File: src/hw/nds_map.svh
`ifndef NDS_MAP_SVH
`define NDS_MAP_SVH

// ----------------------------------------
// software register offsets and fields
// ----------------------------------------
`define NDS_REG_CTRL 8'h00
`define NDS_REG_CFG 8'h04
`define NDS_REG_BLK 8'h08
`define NDS_REG_STAT 8'h0c
`define NDS_REG_BADCNT 8'h10
`define NDS_CTRL_OP 2:0
`define NDS_CFG_DRV 1:0
`define NDS_CFG_WP 8
`define NDS_BLK_NUM 9:0
`define NDS_ST_BUSY 0
`define NDS_ST_TIMEOUT 1
`define NDS_ST_ERR 2
`define NDS_ST_BAD 3
`define NDS_ST_REFUSED 4
`define NDS_ST_BADLIM 5
`define NDS_ST_SCANOK 6
`define NDS_ST_WP 7
`define NDS_ST_DRV 9:8
`define NDS_ST_SBYTE 23:16
`define NDS_ST_OP 26:24
`define NDS_BADCNT_F 10:0

// ----------------------------------------
// device command bytes and status values
// ----------------------------------------
`define NDS_CMD_DRV 8'hb8
`define NDS_CMD_RESET 8'hff
`define NDS_CMD_STATUS 8'h70
`define NDS_CMD_READ1 8'h00
`define NDS_CMD_READ2 8'h30
`define NDS_CMD_ERASE1 8'h60
`define NDS_CMD_ERASE2 8'hd0
`define NDS_DRV_LSB 2
`define NDS_DRV_F 3:2
`define NDS_SR_READY 6
`define NDS_SR_FAIL 0
`define NDS_SR_RST_WP_HI 8'he0
`define NDS_SR_RST_WP_LO 8'h60
`define NDS_COL_X8 16'h0800
`define NDS_COL_X16 16'h0400
`define NDS_MARK_X8 8'hff
`define NDS_MARK_X16 16'hffff
`define NDS_PAGE_BITS 6
`define NDS_BOOT_BLK 10'h000
`define NDS_BLOCKS 11'h400
`define NDS_MIN_GOOD 11'h3ec

// ----------------------------------------
// timing, ns at a 50 ns clock
// ----------------------------------------
`define NDS_CLK_NS 50
`define NDS_SETUP_NS 30
`define NDS_WPIO_NS 50
`define NDS_WHIO_NS 50
`define NDS_RPIO_NS 250
`define NDS_WHRIO_NS 100
`define NDS_WB_NS 200
`define NDS_RST_MAX_NS 1000000
`define NDS_SYNC_CYC 2
`define NDS_MIN_CYC(ns) (((ns) + `NDS_CLK_NS - 1) / `NDS_CLK_NS)

`endif

File: src/hw/nds_pkg.sv
package nds_pkg;

	typedef enum logic [2:0] {
		NDS_OP_NONE = 3'h0,
		NDS_OP_DRV_WR = 3'h1,
		NDS_OP_DRV_RD = 3'h2,
		NDS_OP_RESET = 3'h3,
		NDS_OP_SCAN = 3'h4,
		NDS_OP_ERASE = 3'h5
	} nds_op_t;

	typedef enum logic [3:0] {
		S_IDLE = 4'h0,
		S_C1 = 4'h1,
		S_AD = 4'h2,
		S_DI = 4'h3,
		S_C2 = 4'h4,
		S_BSY = 4'h5,
		S_SC = 4'h6,
		S_DO = 4'h7,
		S_FIN = 4'h8
	} nds_state_t;

	typedef enum logic [1:0] {K_CMD = 2'h0, K_ADDR = 2'h1, K_DIN = 2'h2, K_DOUT = 2'h3} nds_kind_t;
	typedef enum logic [1:0] {P_IDLE = 2'h0, P_SET = 2'h1, P_LOW = 2'h2, P_HIGH = 2'h3} nds_phase_t;

	typedef struct packed {logic wr; logic rd; logic [7:0] addr; logic [31:0] wdata;} nds_sw_req_t;
	typedef struct packed {logic go; nds_kind_t kind; logic [15:0] data;} nds_seq_req_t;
	typedef struct packed {logic done; logic [15:0] rdata;} nds_seq_rsp_t;
	typedef struct packed {
		logic cle; logic ale; logic we_n; logic re_n; logic io_oe; logic [15:0] io_out;
	} nds_bus_pins_t;
	typedef struct packed {logic ce_n; logic wp_n; nds_bus_pins_t bus;} nds_pins_t;

	typedef struct packed {
		nds_phase_t ph; logic [3:0] cnt; nds_kind_t kind; nds_bus_pins_t pins;
		nds_seq_rsp_t rsp; logic [15:0] io_m; logic [15:0] io_s;
	} nds_seq_st_t;

	typedef struct packed {
		nds_state_t state; nds_op_t op; logic issued; logic [1:0] step; logic page;
		logic [15:0] wcnt; logic rb_m; logic rb_s; logic ce_n; logic wp_n;
		nds_seq_req_t req; logic [1:0] drv_set; logic [1:0] drv_rb; logic [9:0] blk;
		logic scan_ok; logic [9:0] scan_blk; logic [7:0] stat_byte; logic stat_seen;
		logic busy; logic err_to; logic err_stat; logic bad; logic refused;
		logic [10:0] bad_cnt; logic bad_lim; logic [31:0] rd_data;
	} nds_ctl_st_t;

endpackage : nds_pkg

File: src/hw/nds_bus_seq.sv
`timescale 1ns/1ps
`include "nds_map.svh"
module nds_bus_seq
	import nds_pkg::*;
(
	input logic core_clk,
	input logic sys_rst,
	input nds_seq_req_t req,
	input logic [15:0] io_in,
	output nds_bus_pins_t bus,
	output nds_seq_rsp_t rsp
);
	localparam logic [3:0] SET_W = 4'(`NDS_MIN_CYC(`NDS_SETUP_NS));
	localparam logic [3:0] LOW_W = 4'(`NDS_MIN_CYC(`NDS_WPIO_NS));
	localparam logic [3:0] HIGH_W = 4'(`NDS_MIN_CYC(`NDS_WHIO_NS));
	localparam logic [3:0] RD_GAP = 4'(`NDS_MIN_CYC(`NDS_WHRIO_NS));
	// one spare cycle so the synchronised sample lands past the access time
	localparam logic [3:0] RD_LOW = 4'(`NDS_MIN_CYC(`NDS_RPIO_NS) + `NDS_SYNC_CYC + 1);

	nds_seq_st_t st, nx;

	function automatic logic hit(input logic [3:0] cnt, input logic [3:0] len);
		hit = (cnt == len - 4'h1);
	endfunction : hit

	always_comb
	begin
		nx = st;
		nx.rsp.done = 1'b0;
		nx.io_m = io_in;
		nx.io_s = st.io_m;
		unique case (st.ph)
			P_IDLE:
			if (req.go)
			begin
				nx.ph = P_SET;
				nx.cnt = 4'h0;
				nx.kind = req.kind;
				nx.pins.cle = (req.kind == K_CMD);
				nx.pins.ale = (req.kind == K_ADDR);
				nx.pins.io_oe = (req.kind != K_DOUT);
				nx.pins.io_out = req.data;
			end
			P_SET:
			if (hit(st.cnt, (st.kind == K_DOUT) ? RD_GAP : SET_W))
			begin
				nx.cnt = 4'h0;
				nx.ph = P_LOW;
				if (st.kind == K_DOUT)
					nx.pins.re_n = 1'b0;
				else
					nx.pins.we_n = 1'b0;
			end
			else
				nx.cnt = st.cnt + 4'h1;
			P_LOW:
			if (hit(st.cnt, (st.kind == K_DOUT) ? RD_LOW : LOW_W))
			begin
				nx.cnt = 4'h0;
				nx.ph = P_HIGH;
				nx.pins.we_n = 1'b1;
				nx.pins.re_n = 1'b1;
				if (st.kind == K_DOUT)
					nx.rsp.rdata = st.io_s;
			end
			else
				nx.cnt = st.cnt + 4'h1;
			P_HIGH:
			if (hit(st.cnt, HIGH_W))
			begin
				nx.ph = P_IDLE;
				nx.pins.cle = 1'b0;
				nx.pins.ale = 1'b0;
				nx.pins.io_oe = 1'b0;
				nx.pins.io_out = 16'h0000;
				nx.rsp.done = 1'b1;
			end
			else
				nx.cnt = st.cnt + 4'h1;
		endcase
	end

	always_ff @(posedge core_clk)
	begin
		if (sys_rst)
		begin
			st <= '0;
			st.pins.we_n <= 1'b1;
			st.pins.re_n <= 1'b1;
		end
		else
			st <= nx;
	end

	assign bus = st.pins;
	assign rsp = st.rsp;
endmodule : nds_bus_seq

File: src/hw/nds_ctrl.sv
// Functional notes
// - code bits 3:2: full, 3/4, 1/2, 1/4
// - other data bits zero out, masked in
// - check spare markers before any erase (block zero is erased here without a scan)
// - read status after erase, check fail
// - host ECC per 528 bytes recommended
//
// The plain strobed port and the register offsets are this design's own decisions.
`timescale 1ns/1ps
`include "nds_map.svh"
module nds_ctrl
	import nds_pkg::*;
#(
	parameter int IO_W = 8,
	parameter int BUSY_TO_CYC = `NDS_RST_MAX_NS / `NDS_CLK_NS
)
(
	input logic core_clk,
	input logic sys_rst,
	input nds_sw_req_t sw_req,
	output logic [31:0] sw_rdata,
	output nds_pins_t pins,
	input logic [15:0] io_in,
	input logic rb_n
);
	localparam logic [10:0] BAD_MAX = `NDS_BLOCKS - `NDS_MIN_GOOD;
	localparam logic [15:0] WB_CYC = 16'(`NDS_MIN_CYC(`NDS_WB_NS));
	localparam logic [15:0] TO_LAST = 16'(BUSY_TO_CYC - 1);
	localparam logic [15:0] SPARE_COL = (IO_W == 16) ? `NDS_COL_X16 : `NDS_COL_X8;

	generate
		if (IO_W != 8 && IO_W != 16)
		begin : g_bad_width
			$error("IO_W must be 8 or 16");
		end
		if (BUSY_TO_CYC < 16 || BUSY_TO_CYC > 65535)
		begin : g_bad_timeout
			$error("BUSY_TO_CYC out of range");
		end
	endgenerate

	nds_ctl_st_t st, next_st;
	nds_seq_rsp_t seq_rsp;
	nds_bus_pins_t seq_bus;
	nds_op_t wr_op;
	logic [15:0] row;
	logic erase_ok;
	logic bus_done;

	// ----------------------------------------
	// helpers
	// ----------------------------------------
	function automatic logic [7:0] addr_byte(input logic [1:0] idx, input logic [15:0] col,
		input logic [15:0] r);
		unique case (idx)
			2'h0: addr_byte = col[7:0];
			2'h1: addr_byte = col[15:8];
			2'h2: addr_byte = r[7:0];
			2'h3: addr_byte = r[15:8];
		endcase
	endfunction : addr_byte

	function automatic logic marker_good(input logic [15:0] d);
		if (IO_W == 16)
			marker_good = (d == `NDS_MARK_X16);
		else
			marker_good = (d[7:0] == `NDS_MARK_X8);
	endfunction : marker_good

	nds_bus_seq u_seq (
		.core_clk(core_clk),
		.sys_rst(sys_rst),
		.req(st.req),
		.io_in(io_in),
		.bus(seq_bus),
		.rsp(seq_rsp)
	);

	assign wr_op = nds_op_t'(sw_req.wdata[`NDS_CTRL_OP]);
	assign row = {st.blk, {(`NDS_PAGE_BITS - 1){1'b0}}, st.page};
	assign bus_done = st.issued && seq_rsp.done;
	// block zero needs no marker scan; others only while the last scan was a clean one of this block
	assign erase_ok = st.wp_n && ((st.blk == `NDS_BOOT_BLK)
		|| (st.scan_ok && st.scan_blk == st.blk));

	// ----------------------------------------
	// register port and sequencing
	// ----------------------------------------
	always_comb
	begin
		next_st = st;
		next_st.rb_m = rb_n;
		next_st.rb_s = st.rb_m;
		next_st.req.go = 1'b0;
		next_st.rd_data = 32'h0000_0000;
		next_st.bad_lim = (st.bad_cnt > BAD_MAX);

		if (sw_req.wr)
		begin
			case (sw_req.addr)
				`NDS_REG_CTRL:
				if (wr_op != NDS_OP_NONE && wr_op <= NDS_OP_ERASE)
				begin
					if (st.busy || (wr_op == NDS_OP_ERASE && !erase_ok))
						next_st.refused = 1'b1;
					else
					begin
						next_st.op = wr_op;
						next_st.busy = 1'b1;
						next_st.ce_n = 1'b0;
						next_st.issued = 1'b0;
						next_st.page = 1'b0;
						next_st.err_to = 1'b0;
						next_st.err_stat = 1'b0;
						next_st.refused = 1'b0;
						next_st.stat_seen = 1'b0;
						next_st.state = S_C1;
						if (wr_op == NDS_OP_SCAN)
						begin
							next_st.bad = 1'b0;
							next_st.scan_ok = 1'b0;
							if (st.blk == `NDS_BOOT_BLK)
							begin
								next_st.scan_ok = 1'b1;
								next_st.scan_blk = `NDS_BOOT_BLK;
								next_st.ce_n = 1'b1;
								next_st.state = S_FIN;
							end
						end
					end
				end
				`NDS_REG_CFG:
				begin
					next_st.drv_set = sw_req.wdata[`NDS_CFG_DRV];
					next_st.wp_n = sw_req.wdata[`NDS_CFG_WP];
				end
				`NDS_REG_BLK:
				if (st.busy)
					next_st.refused = 1'b1;
				else
					next_st.blk = sw_req.wdata[`NDS_BLK_NUM];
				default: ;
			endcase
		end

		if (sw_req.rd)
		begin
			case (sw_req.addr)
				`NDS_REG_CTRL: next_st.rd_data[`NDS_CTRL_OP] = st.op;
				`NDS_REG_CFG:
				begin
					next_st.rd_data[`NDS_CFG_DRV] = st.drv_set;
					next_st.rd_data[`NDS_CFG_WP] = st.wp_n;
				end
				`NDS_REG_BLK: next_st.rd_data[`NDS_BLK_NUM] = st.blk;
				`NDS_REG_STAT:
				begin
					next_st.rd_data[`NDS_ST_BUSY] = st.busy;
					next_st.rd_data[`NDS_ST_TIMEOUT] = st.err_to;
					next_st.rd_data[`NDS_ST_ERR] = st.err_stat;
					next_st.rd_data[`NDS_ST_BAD] = st.bad;
					next_st.rd_data[`NDS_ST_REFUSED] = st.refused;
					next_st.rd_data[`NDS_ST_BADLIM] = st.bad_lim;
					next_st.rd_data[`NDS_ST_SCANOK] = st.scan_ok;
					next_st.rd_data[`NDS_ST_WP] = st.wp_n;
					next_st.rd_data[`NDS_ST_DRV] = st.drv_rb;
					next_st.rd_data[`NDS_ST_SBYTE] = st.stat_byte;
					next_st.rd_data[`NDS_ST_OP] = st.op;
				end
				`NDS_REG_BADCNT: next_st.rd_data[`NDS_BADCNT_F] = st.bad_cnt;
				default: ;
			endcase
		end

		// issue one bus cycle at a time (S_AD repeats once per address byte), then wait for its completion
		if (!st.issued && (st.state == S_C1 || st.state == S_AD || st.state == S_DI
			|| st.state == S_C2 || st.state == S_SC || st.state == S_DO))
		begin
			next_st.issued = 1'b1;
			next_st.req.go = 1'b1;
			next_st.req.data = 16'h0000;
		end

		unique case (st.state)
			S_IDLE: ;
			S_C1:
			begin
				next_st.req.kind = K_CMD;
				unique case (st.op)
					NDS_OP_DRV_WR, NDS_OP_DRV_RD: next_st.req.data[7:0] = `NDS_CMD_DRV;
					NDS_OP_RESET: next_st.req.data[7:0] = `NDS_CMD_RESET;
					NDS_OP_SCAN: next_st.req.data[7:0] = `NDS_CMD_READ1;
					NDS_OP_ERASE, NDS_OP_NONE: next_st.req.data[7:0] = `NDS_CMD_ERASE1;
				endcase
				if (bus_done)
				begin
					next_st.issued = 1'b0;
					next_st.wcnt = 16'h0000;
					unique case (st.op)
						NDS_OP_DRV_WR: next_st.state = S_DI;
						NDS_OP_DRV_RD: next_st.state = S_DO;
						NDS_OP_RESET: next_st.state = S_BSY;
						NDS_OP_SCAN: {next_st.state, next_st.step} = {S_AD, 2'h0};
						NDS_OP_ERASE, NDS_OP_NONE: {next_st.state, next_st.step} = {S_AD, 2'h2};
					endcase
				end
			end
			S_AD:
			begin
				next_st.req.kind = K_ADDR;
				next_st.req.data[7:0] = addr_byte(st.step, SPARE_COL, row);
				if (bus_done)
				begin
					next_st.issued = 1'b0;
					next_st.step = st.step + 2'h1;
					if (st.step == 2'h3)
						next_st.state = S_C2;
				end
			end
			S_DI:
			begin
				next_st.req.kind = K_DIN;
				next_st.req.data = 16'(st.drv_set) << `NDS_DRV_LSB;
				if (bus_done)
				begin
					next_st.issued = 1'b0;
					next_st.drv_rb = st.drv_set;
					next_st.state = S_FIN;
				end
			end
			S_C2:
			begin
				next_st.req.kind = K_CMD;
				next_st.req.data[7:0] = (st.op == NDS_OP_SCAN) ? `NDS_CMD_READ2 : `NDS_CMD_ERASE2;
				if (bus_done)
				begin
					next_st.issued = 1'b0;
					next_st.wcnt = 16'h0000;
					next_st.state = S_BSY;
				end
			end
			S_BSY:
			begin
				next_st.wcnt = st.wcnt + 16'h0001;
				if (st.wcnt == TO_LAST)
				begin
					next_st.err_to = 1'b1;
					next_st.state = S_FIN;
				end
				else if (st.wcnt >= WB_CYC && st.rb_s)
					next_st.state = (st.op == NDS_OP_SCAN) ? S_DO : S_SC;
			end
			S_SC:
			begin
				next_st.req.kind = K_CMD;
				next_st.req.data[7:0] = `NDS_CMD_STATUS;
				if (bus_done)
				begin
					next_st.issued = 1'b0;
					next_st.stat_seen = 1'b1;
					next_st.state = S_DO;
				end
			end
			S_DO:
			begin
				next_st.req.kind = K_DOUT;
				if (bus_done)
				begin
					next_st.issued = 1'b0;
					next_st.state = S_FIN;
					unique case (st.op)
						NDS_OP_DRV_RD: next_st.drv_rb = seq_rsp.rdata[`NDS_DRV_F];
						NDS_OP_RESET:
						begin
							next_st.stat_byte = seq_rsp.rdata[7:0];
							next_st.err_stat = seq_rsp.rdata[7:0] != (st.wp_n ?
								`NDS_SR_RST_WP_HI : `NDS_SR_RST_WP_LO);
						end
						NDS_OP_SCAN:
						if (!marker_good(seq_rsp.rdata))
						begin
							next_st.bad = 1'b1;
							if (st.bad_cnt != '1)
								next_st.bad_cnt = st.bad_cnt + 11'h001;
						end
						else if (!st.page)
						begin
							next_st.page = 1'b1;
							next_st.state = S_C1;
						end
						else
						begin
							next_st.scan_ok = 1'b1;
							next_st.scan_blk = st.blk;
						end
						NDS_OP_ERASE, NDS_OP_DRV_WR, NDS_OP_NONE:
						begin
							next_st.stat_byte = seq_rsp.rdata[7:0];
							next_st.err_stat = seq_rsp.rdata[`NDS_SR_FAIL]
								|| !seq_rsp.rdata[`NDS_SR_READY];
						end
					endcase
				end
			end
			S_FIN:
			begin
				next_st.busy = 1'b0;
				next_st.ce_n = 1'b1;
				next_st.state = S_IDLE;
			end
			default: next_st.state = S_IDLE;
		endcase
	end

	// protected and deselected until software says otherwise
	always_ff @(posedge core_clk)
	begin
		if (sys_rst)
		begin
			st <= '0;
			st.ce_n <= 1'b1;
		end
		else
			st <= next_st;
	end

	assign sw_rdata = st.rd_data;
	assign pins.ce_n = st.ce_n;
	assign pins.wp_n = st.wp_n;
	assign pins.bus = seq_bus;
endmodule : nds_ctrl

File: config.mk
export PLATFORM = sky130hd
export DESIGN_NAME = nds_ctrl
export DESIGN_NICKNAME = d
export VERILOG_FILES = /design/src/hw/nds_pkg.sv /design/src/hw/nds_bus_seq.sv /design/src/hw/nds_ctrl.sv
export VERILOG_INCLUDE_DIRS = /design/src /design/src/hw
export SDC_FILE = /design/constraint.sdc
export NUM_CORES = 1
export LEC_CHECK = 0
export BUFFER_PORTS_ARGS = -buffer_cell sky130_fd_sc_hd__buf_2
export CORE_MARGIN = 3
export CORE_UTILIZATION = 45
export CTS_BUF_LIST = sky130_fd_sc_hd__clkbuf_4
export DETAILED_ROUTE_END_ITERATION = 10
export PLACE_DENSITY = 0.66
export SYNTH_ARGS = -nofsm -noshare
export SYNTH_HDL_FRONTEND = slang
export SYNTH_SLANG_ARGS = --single-unit
File: constraint.sdc
create_clock -name core_clk -period 4.7 [get_ports core_clk]
set_clock_uncertainty 0.1 [all_clocks]
set_input_delay 0.705 -clock core_clk [delete_from_list [all_inputs] [get_ports core_clk]]
set_output_delay 0.705 -clock core_clk [all_outputs]
set_load 0.02 [all_outputs]
* Word-level counts from Yosys, hierarchy flattened
Index checks and enable logic that the tools add are counted.
W data, S select, Z words.
** Operators by class
- $add $sub $neg :: 6
- Multipliers :: 0
- Divide/modulo/power cells :: 0
- Order comparisons :: 3
- Eq/ne operators :: 51
- Shifts and indexed selects :: 0
- Muxes and demuxes :: 108
- Bitwise operators :: 7
- Reductions and logical operators :: 64
** Operators by type and width (count)
- $mux W11 :: 9
- $mux W4 :: 18
- $mux W8 :: 8
- $pmux W8 S4 :: 2
- $pmux W8 S5 :: 1
- $mux W19 :: 2
- $pmux W17 S2 :: 1
- $pmux W16 S2 :: 1
- $pmux W4 S8 :: 1
- $mux W1 :: 29
- $reduce_and A4 Y1 :: 7
- $pmux W6 S4 :: 1
- $mux W2 :: 10
- $ne A2 B2 Y1 const B :: 10
- $pmux W2 S2 :: 5
- $mux W18 :: 1
- $mux W17 :: 1
- $add A16 B1 Y16 const B :: 1
- $eq A16 B15 Y1 const B :: 1
- $eq A4 B3 Y1 const B :: 4
- $eq A8 B4 Y1 const B :: 2
- $ge A16 B3 Y1 const B :: 1
- $mux W16 :: 1
- $pmux W4 S4 :: 1
- other kinds (52) :: 121
** Storage, ports and cells
- Flip-flop bits (word level) :: 179
- Bits in latches :: 0
- Memory bits (writable) :: 0
- Bits in read-only memories :: 0
- Bits of input ports :: 61
- Output and inout bits :: 55
- Memories kept :: 0

* Longest topological paths before layout
- Word-level depth :: 16
- Depth in mapped cells :: 9
- Gate-level depth less buffers :: 8

* Cells and area by module
A second synthesis with hierarchy kept.
** Second synthesis, totals
- Cell total of the unflattened synthesis :: 1041
- Area total of the unflattened synthesis :: 8829.7 um2
** Modules (own cells, without submodules)
- nds_ctrl :: times used 1, cells an instance 691, area an instance 5739.3 um2, seq. area each 2282.2 um2
- nds_bus_seq :: times used 1, cells an instance 350, area an instance 3090.5 um2, seq. area each 1561.5 um2

* Least setup slack after synthesis
OpenSTA, ideal clock, no wires.
- Path type :: input to register
- Start :: input sw_req[41] (netlist bit)
- End :: register st[60] (netlist bit)
- Library setup time :: 132 ps
- Data arrival time :: 1999 ps
- Required time :: 4468 ps
- Slack :: 2468 ps
- Stages on the path :: 8
- Cells stage by stage :: clkbuf_1 -> nor4b_1 -> nand4_1 -> or2_1 -> clkbuf_1 -> clkbuf_1 -> nand3_1 -> a21oi_1
** Between the ends
- Longest elaborated chain between the ends :: 6
** RTL lines
- from (decl) :: line nds_ctrl.sv:20 : input nds_sw_req_t sw_req,
- $mux W11 (*) :: line nds_ctrl.sv:98 : if (sw_req.wr)
- $mux W11 :: line nds_ctrl.sv:286 : else if (!st.page)
- $mux W11 :: line nds_ctrl.sv:280 : if (!marker_good(seq_rsp.rdata))
- $mux W11 :: line nds_ctrl.sv:271 : unique case (st.op)
- $mux W19 :: line nds_ctrl.sv:267 : if (bus_done)
- $mux W19 (*) :: line nds_ctrl.sv:184 : unique case (st.state)
- to (signal assigned) :: line nds_ctrl.sv:324 : st <= next_st;
- to (decl) :: line nds_ctrl.sv:42 : nds_ctl_st_t st, next_st;
Mark *: on every way between the ends. The rest lies on a longest branch, timed or not.
A chain may end at the register's enable or synchronous reset.

* Worst setup path after layout
- Start :: register st[131] (netlist bit)
- End :: register st[121] (netlist bit)
** Between the ends
- Longest elaborated chain between the ends :: 4
- Elaborated cells on any way between the ends :: 8
- Classes of those cells :: eq/ne: 4; mux: 1; reduce/logical: 3
** RTL lines (line)
- $eq A4 B1 Y1 / $eq A4 B3 Y1 (equally long branches) :: nds_ctrl.sv:184
- $reduce_or A2 Y1 (no line)
- $ne A2 B1 Y1 (no line) / $reduce_bool A2 Y1 (equally long branches)
- $reduce_and A2 Y1 (no line)
Several ways; a longest one is shown, not always the timed one.

==> metrics <==
clock slew at reported path FFs roughly 0.16 ns; leakage power just under 3 nW; Slew headroom 0.2322; total power between 2 and 2.5 mW; worst voltage drop across the vdd grid 332.2 uV; category of the critical setup timing path reg2reg; number of DRC markers in iteration 0 514; unrepaired setup endpoints after global routing false; adder and majority cell fraction of the synthesized area 0.02155; most common cell after layout, fill and taps aside sky130_fd_sc_hd__dfxtp_1; total wire length roughly 17 mm; DP Wirelength 12.03 mm; post-CTS sizing 0; Data arrival, critical path approximately 3.2 ns; prevailing post-synth register cell sky130_fd_sc_hd__dfxtp_1; worst setup slack for register-to-register paths between 1.5 and 2 ns; Crit path required time slightly above 5 ns; pin count of the biggest net entering global routing between 70 and 80; number of buffers created by CTS 17; total setup violations reported at the end of the flow 0; Initial Utilization 0.4667; total power divided by cell area roughly 300 nW/um^2; worst-path fanout max 18; area of all sequential standard cells 3203 um^2; final number of max-transition violations 0; # Post-CTS Setup Buffers 0; later-pin clock latency in the skew report roughly 0.60 ns; final count of hold timing violations 0; global-route wire length before repair between 20 and 30 mm; area of combinational cells with multiple inputs 3720 um^2; number of different library cells in the post-synthesis netlist 67; sum of negative setup slack 0 ns; sequential share of the synthesized area 0.4243; slew at the pin closest to its max-slew limit 1.144 ns; height of the die 135.5 um; Die Footprint ~18000 um^2; maximum capacitance violations 0; average wire per cell in the routed design roughly 15 um; Compound-Gate Fraction of Synth Area 0.1397; min cycle time layout ~2.8 ns; DR vias/cell between 5 and 6; Synth Instances 905; post-synthesis to final-layout area growth 4.873%; dominant combinational cell family by area after synthesis simple AND/OR/NAND/NOR gates; post-synthesis share of cell area spent on xor and xnor gates 0.02553; fill cell count 1608; count of port buffers added during placement 67; most used cells in the layout excluding fill and tap cells 160 x sky130_fd_sc_hd__dfxtp_1, 102 x sky130_fd_sc_hd__nor2_1, 100 x sky130_fd_sc_hd__nand2_1; outcome complete, no violations; final cell area excluding filler cells slightly below 8000 um^2; portion of netlist area occupied by mux cells 0.03481; Post-synth EDFFs 0; cell at the root of the clock tree sky130_fd_sc_hd__clkbuf_4; highest routed metal layer met4; Post-synth ARST share 0; row cnt 46; synth warn 0; boundary pin count approximately 120; TritonCTS sink count 160; startpoint class of the critical path register; number of DRC violations after detailed routing 0; met3 layer wire length in the routed design just under 1 mm; number of nets with antenna violations after routing 0; Die W approximately 140 um; final weighted congestion in routability-driven placement between 0.8 and 0.9; first-pass iteration count of the detailed router 5; summed instance area of the synthesized netlist 7548 um^2; TritonCTS clock tree built; number of flip-flops and latches in the synthesized netlist 160; maximum number of buffers from clock root to sink 2; hold-fix buffers at CTS 0; via count of the first global-routing pass roughly 5400; total routing usage reported by global routing 0.1888; Max Fclk 361.7 MHz; grt ovf 0; synthesized-area fraction occupied by and/or/nand/nor cells 0.2622; M1 wire length about 8.3 mm; fraction of layout cells with a size suffix above 1 0.1270; Nets 982; H-tree levels 4; share of the clock period used by the worst path 0.5882; kind of end point of the critical path register; average footprint of a synthesized cell ~8.3 um^2; routed vias ~6100; worst min path class in2reg; routed wl met2 7.834 mm; area of the core 16170 um^2; Post-Place Cell Area between 7000 and 8000 um^2; antenna violations before repair 1
[cells in the mapped netlist (7+ instances only)]
master	n	area share
sky130_fd_sc_hd__a211oi_1	8	0.0080
sky130_fd_sc_hd__a21oi_1	73	0.048
sky130_fd_sc_hd__a22oi_1	9	0.0090
sky130_fd_sc_hd__a31oi_1	13	0.011
sky130_fd_sc_hd__and2_1	8	0.0066
sky130_fd_sc_hd__and3_1	21	0.017
sky130_fd_sc_hd__buf_2	8	0.0053
sky130_fd_sc_hd__buf_4	55	0.055
sky130_fd_sc_hd__clkbuf_1	37	0.018
sky130_fd_sc_hd__dfxtp_1	160	0.42
sky130_fd_sc_hd__ha_1	13	0.022
sky130_fd_sc_hd__inv_1	20	0.0099
sky130_fd_sc_hd__mux2i_1	24	0.032
sky130_fd_sc_hd__nand2_1	100	0.050
sky130_fd_sc_hd__nand2b_1	7	0.0058
sky130_fd_sc_hd__nand3_1	35	0.023
sky130_fd_sc_hd__nand4_1	14	0.012
sky130_fd_sc_hd__nor2_1	102	0.051
sky130_fd_sc_hd__nor2b_1	25	0.021
sky130_fd_sc_hd__nor3_1	17	0.011
sky130_fd_sc_hd__nor3b_1	10	0.0099
sky130_fd_sc_hd__nor4_1	10	0.0083
sky130_fd_sc_hd__o21ai_0	11	0.0073
sky130_fd_sc_hd__o21ai_1	14	0.0093
sky130_fd_sc_hd__xnor2_1	15	0.017
sky130_fd_sc_hd__xor2_1	7	0.0081
[registers in the layout, summed over array words and instances, names as in the netlist]
signal	count
u_seq.bus	13
u_seq.rsp	9
st	78
pins	2
row	11
sw_rdata	22
u_seq.nx	8
u_seq.st	16
next_st	1
[cell families after synthesis]
group           after synthesis
simple gates                387
compound gates              170
flops                       160
buf+inv                     126
mux                          26
xor+xnor                     22
fa+ha+maj                    13
other cells                   1
[per-layer routing]
| metal | vias to the layer above | GRT usage |
|---|---|---|
| met5 | - | 0 |
| met4 | 0 | 0.05711 |
| met3 | 17 | 0.04160 |
| met2 | 171 | 0.2931 |
| met1 | 2846 | 0.2639 |
| li1 | 3097 | - |
[metrics by stage]
stage          utilization  hold slack, ns  cells  setup WS [ns]
2_1_floorplan            -          0.3138    922          2.468
3_3_place_gp        0.4724          0.3200   1105          1.796
3_5_place_dp        0.4724          0.3234   1105          1.781
4_1_cts             0.4893          0.1708   1137          1.937
5_1_grt             0.4895          0.1595   1138          1.703
6_report            0.4895          0.2088   1138          1.936
[final cells by class]
| cell class | instances | share of cell area |
|---|---|---|
| well taps | 216 | 0.03414 |
| diodes | 1 | 0.0003161 |
| clock buffers | 17 | 0.01612 |
| repair buffers | 70 | 0.04552 |
| multi-input cells | 636 | 0.4699 |
| inverters | 23 | 0.01091 |
| clock inverters | 15 | 0.01849 |
| flip-flops and latches | 160 | 0.4046 |
[path summary, 6_finish.rpt]
| kind | from | end | cells past startpoint |
|---|---|---|---|
| setup / recovery | st[131] | st[121] | 6 |
| hold / removal | io_in[2] | u_seq.nx[2] | 2 |
| setup reg to reg | st[131] | st[121] | 6 |
| hold reg to reg | u_seq.nx[3] | u_seq.st[3] | 1 |
[where the power goes]
group	internal [mW]	switching, mW
sequential	1.38	0.0118
clock	0.236	0.565
combinational	0.0642	0.136
[critical path, stage by stage (launching register included)]
cell                        delay, ns
sky130_fd_sc_hd__dfxtp_1         0.73
sky130_fd_sc_hd__nand4bb_1       0.61
sky130_fd_sc_hd__nor3_2          0.49
sky130_fd_sc_hd__and4_1          0.29
sky130_fd_sc_hd__and3_1          0.19
sky130_fd_sc_hd__mux2i_1         0.18
sky130_fd_sc_hd__and2_1          0.13
Note: power is estimated with default switching activity, not from simulation.
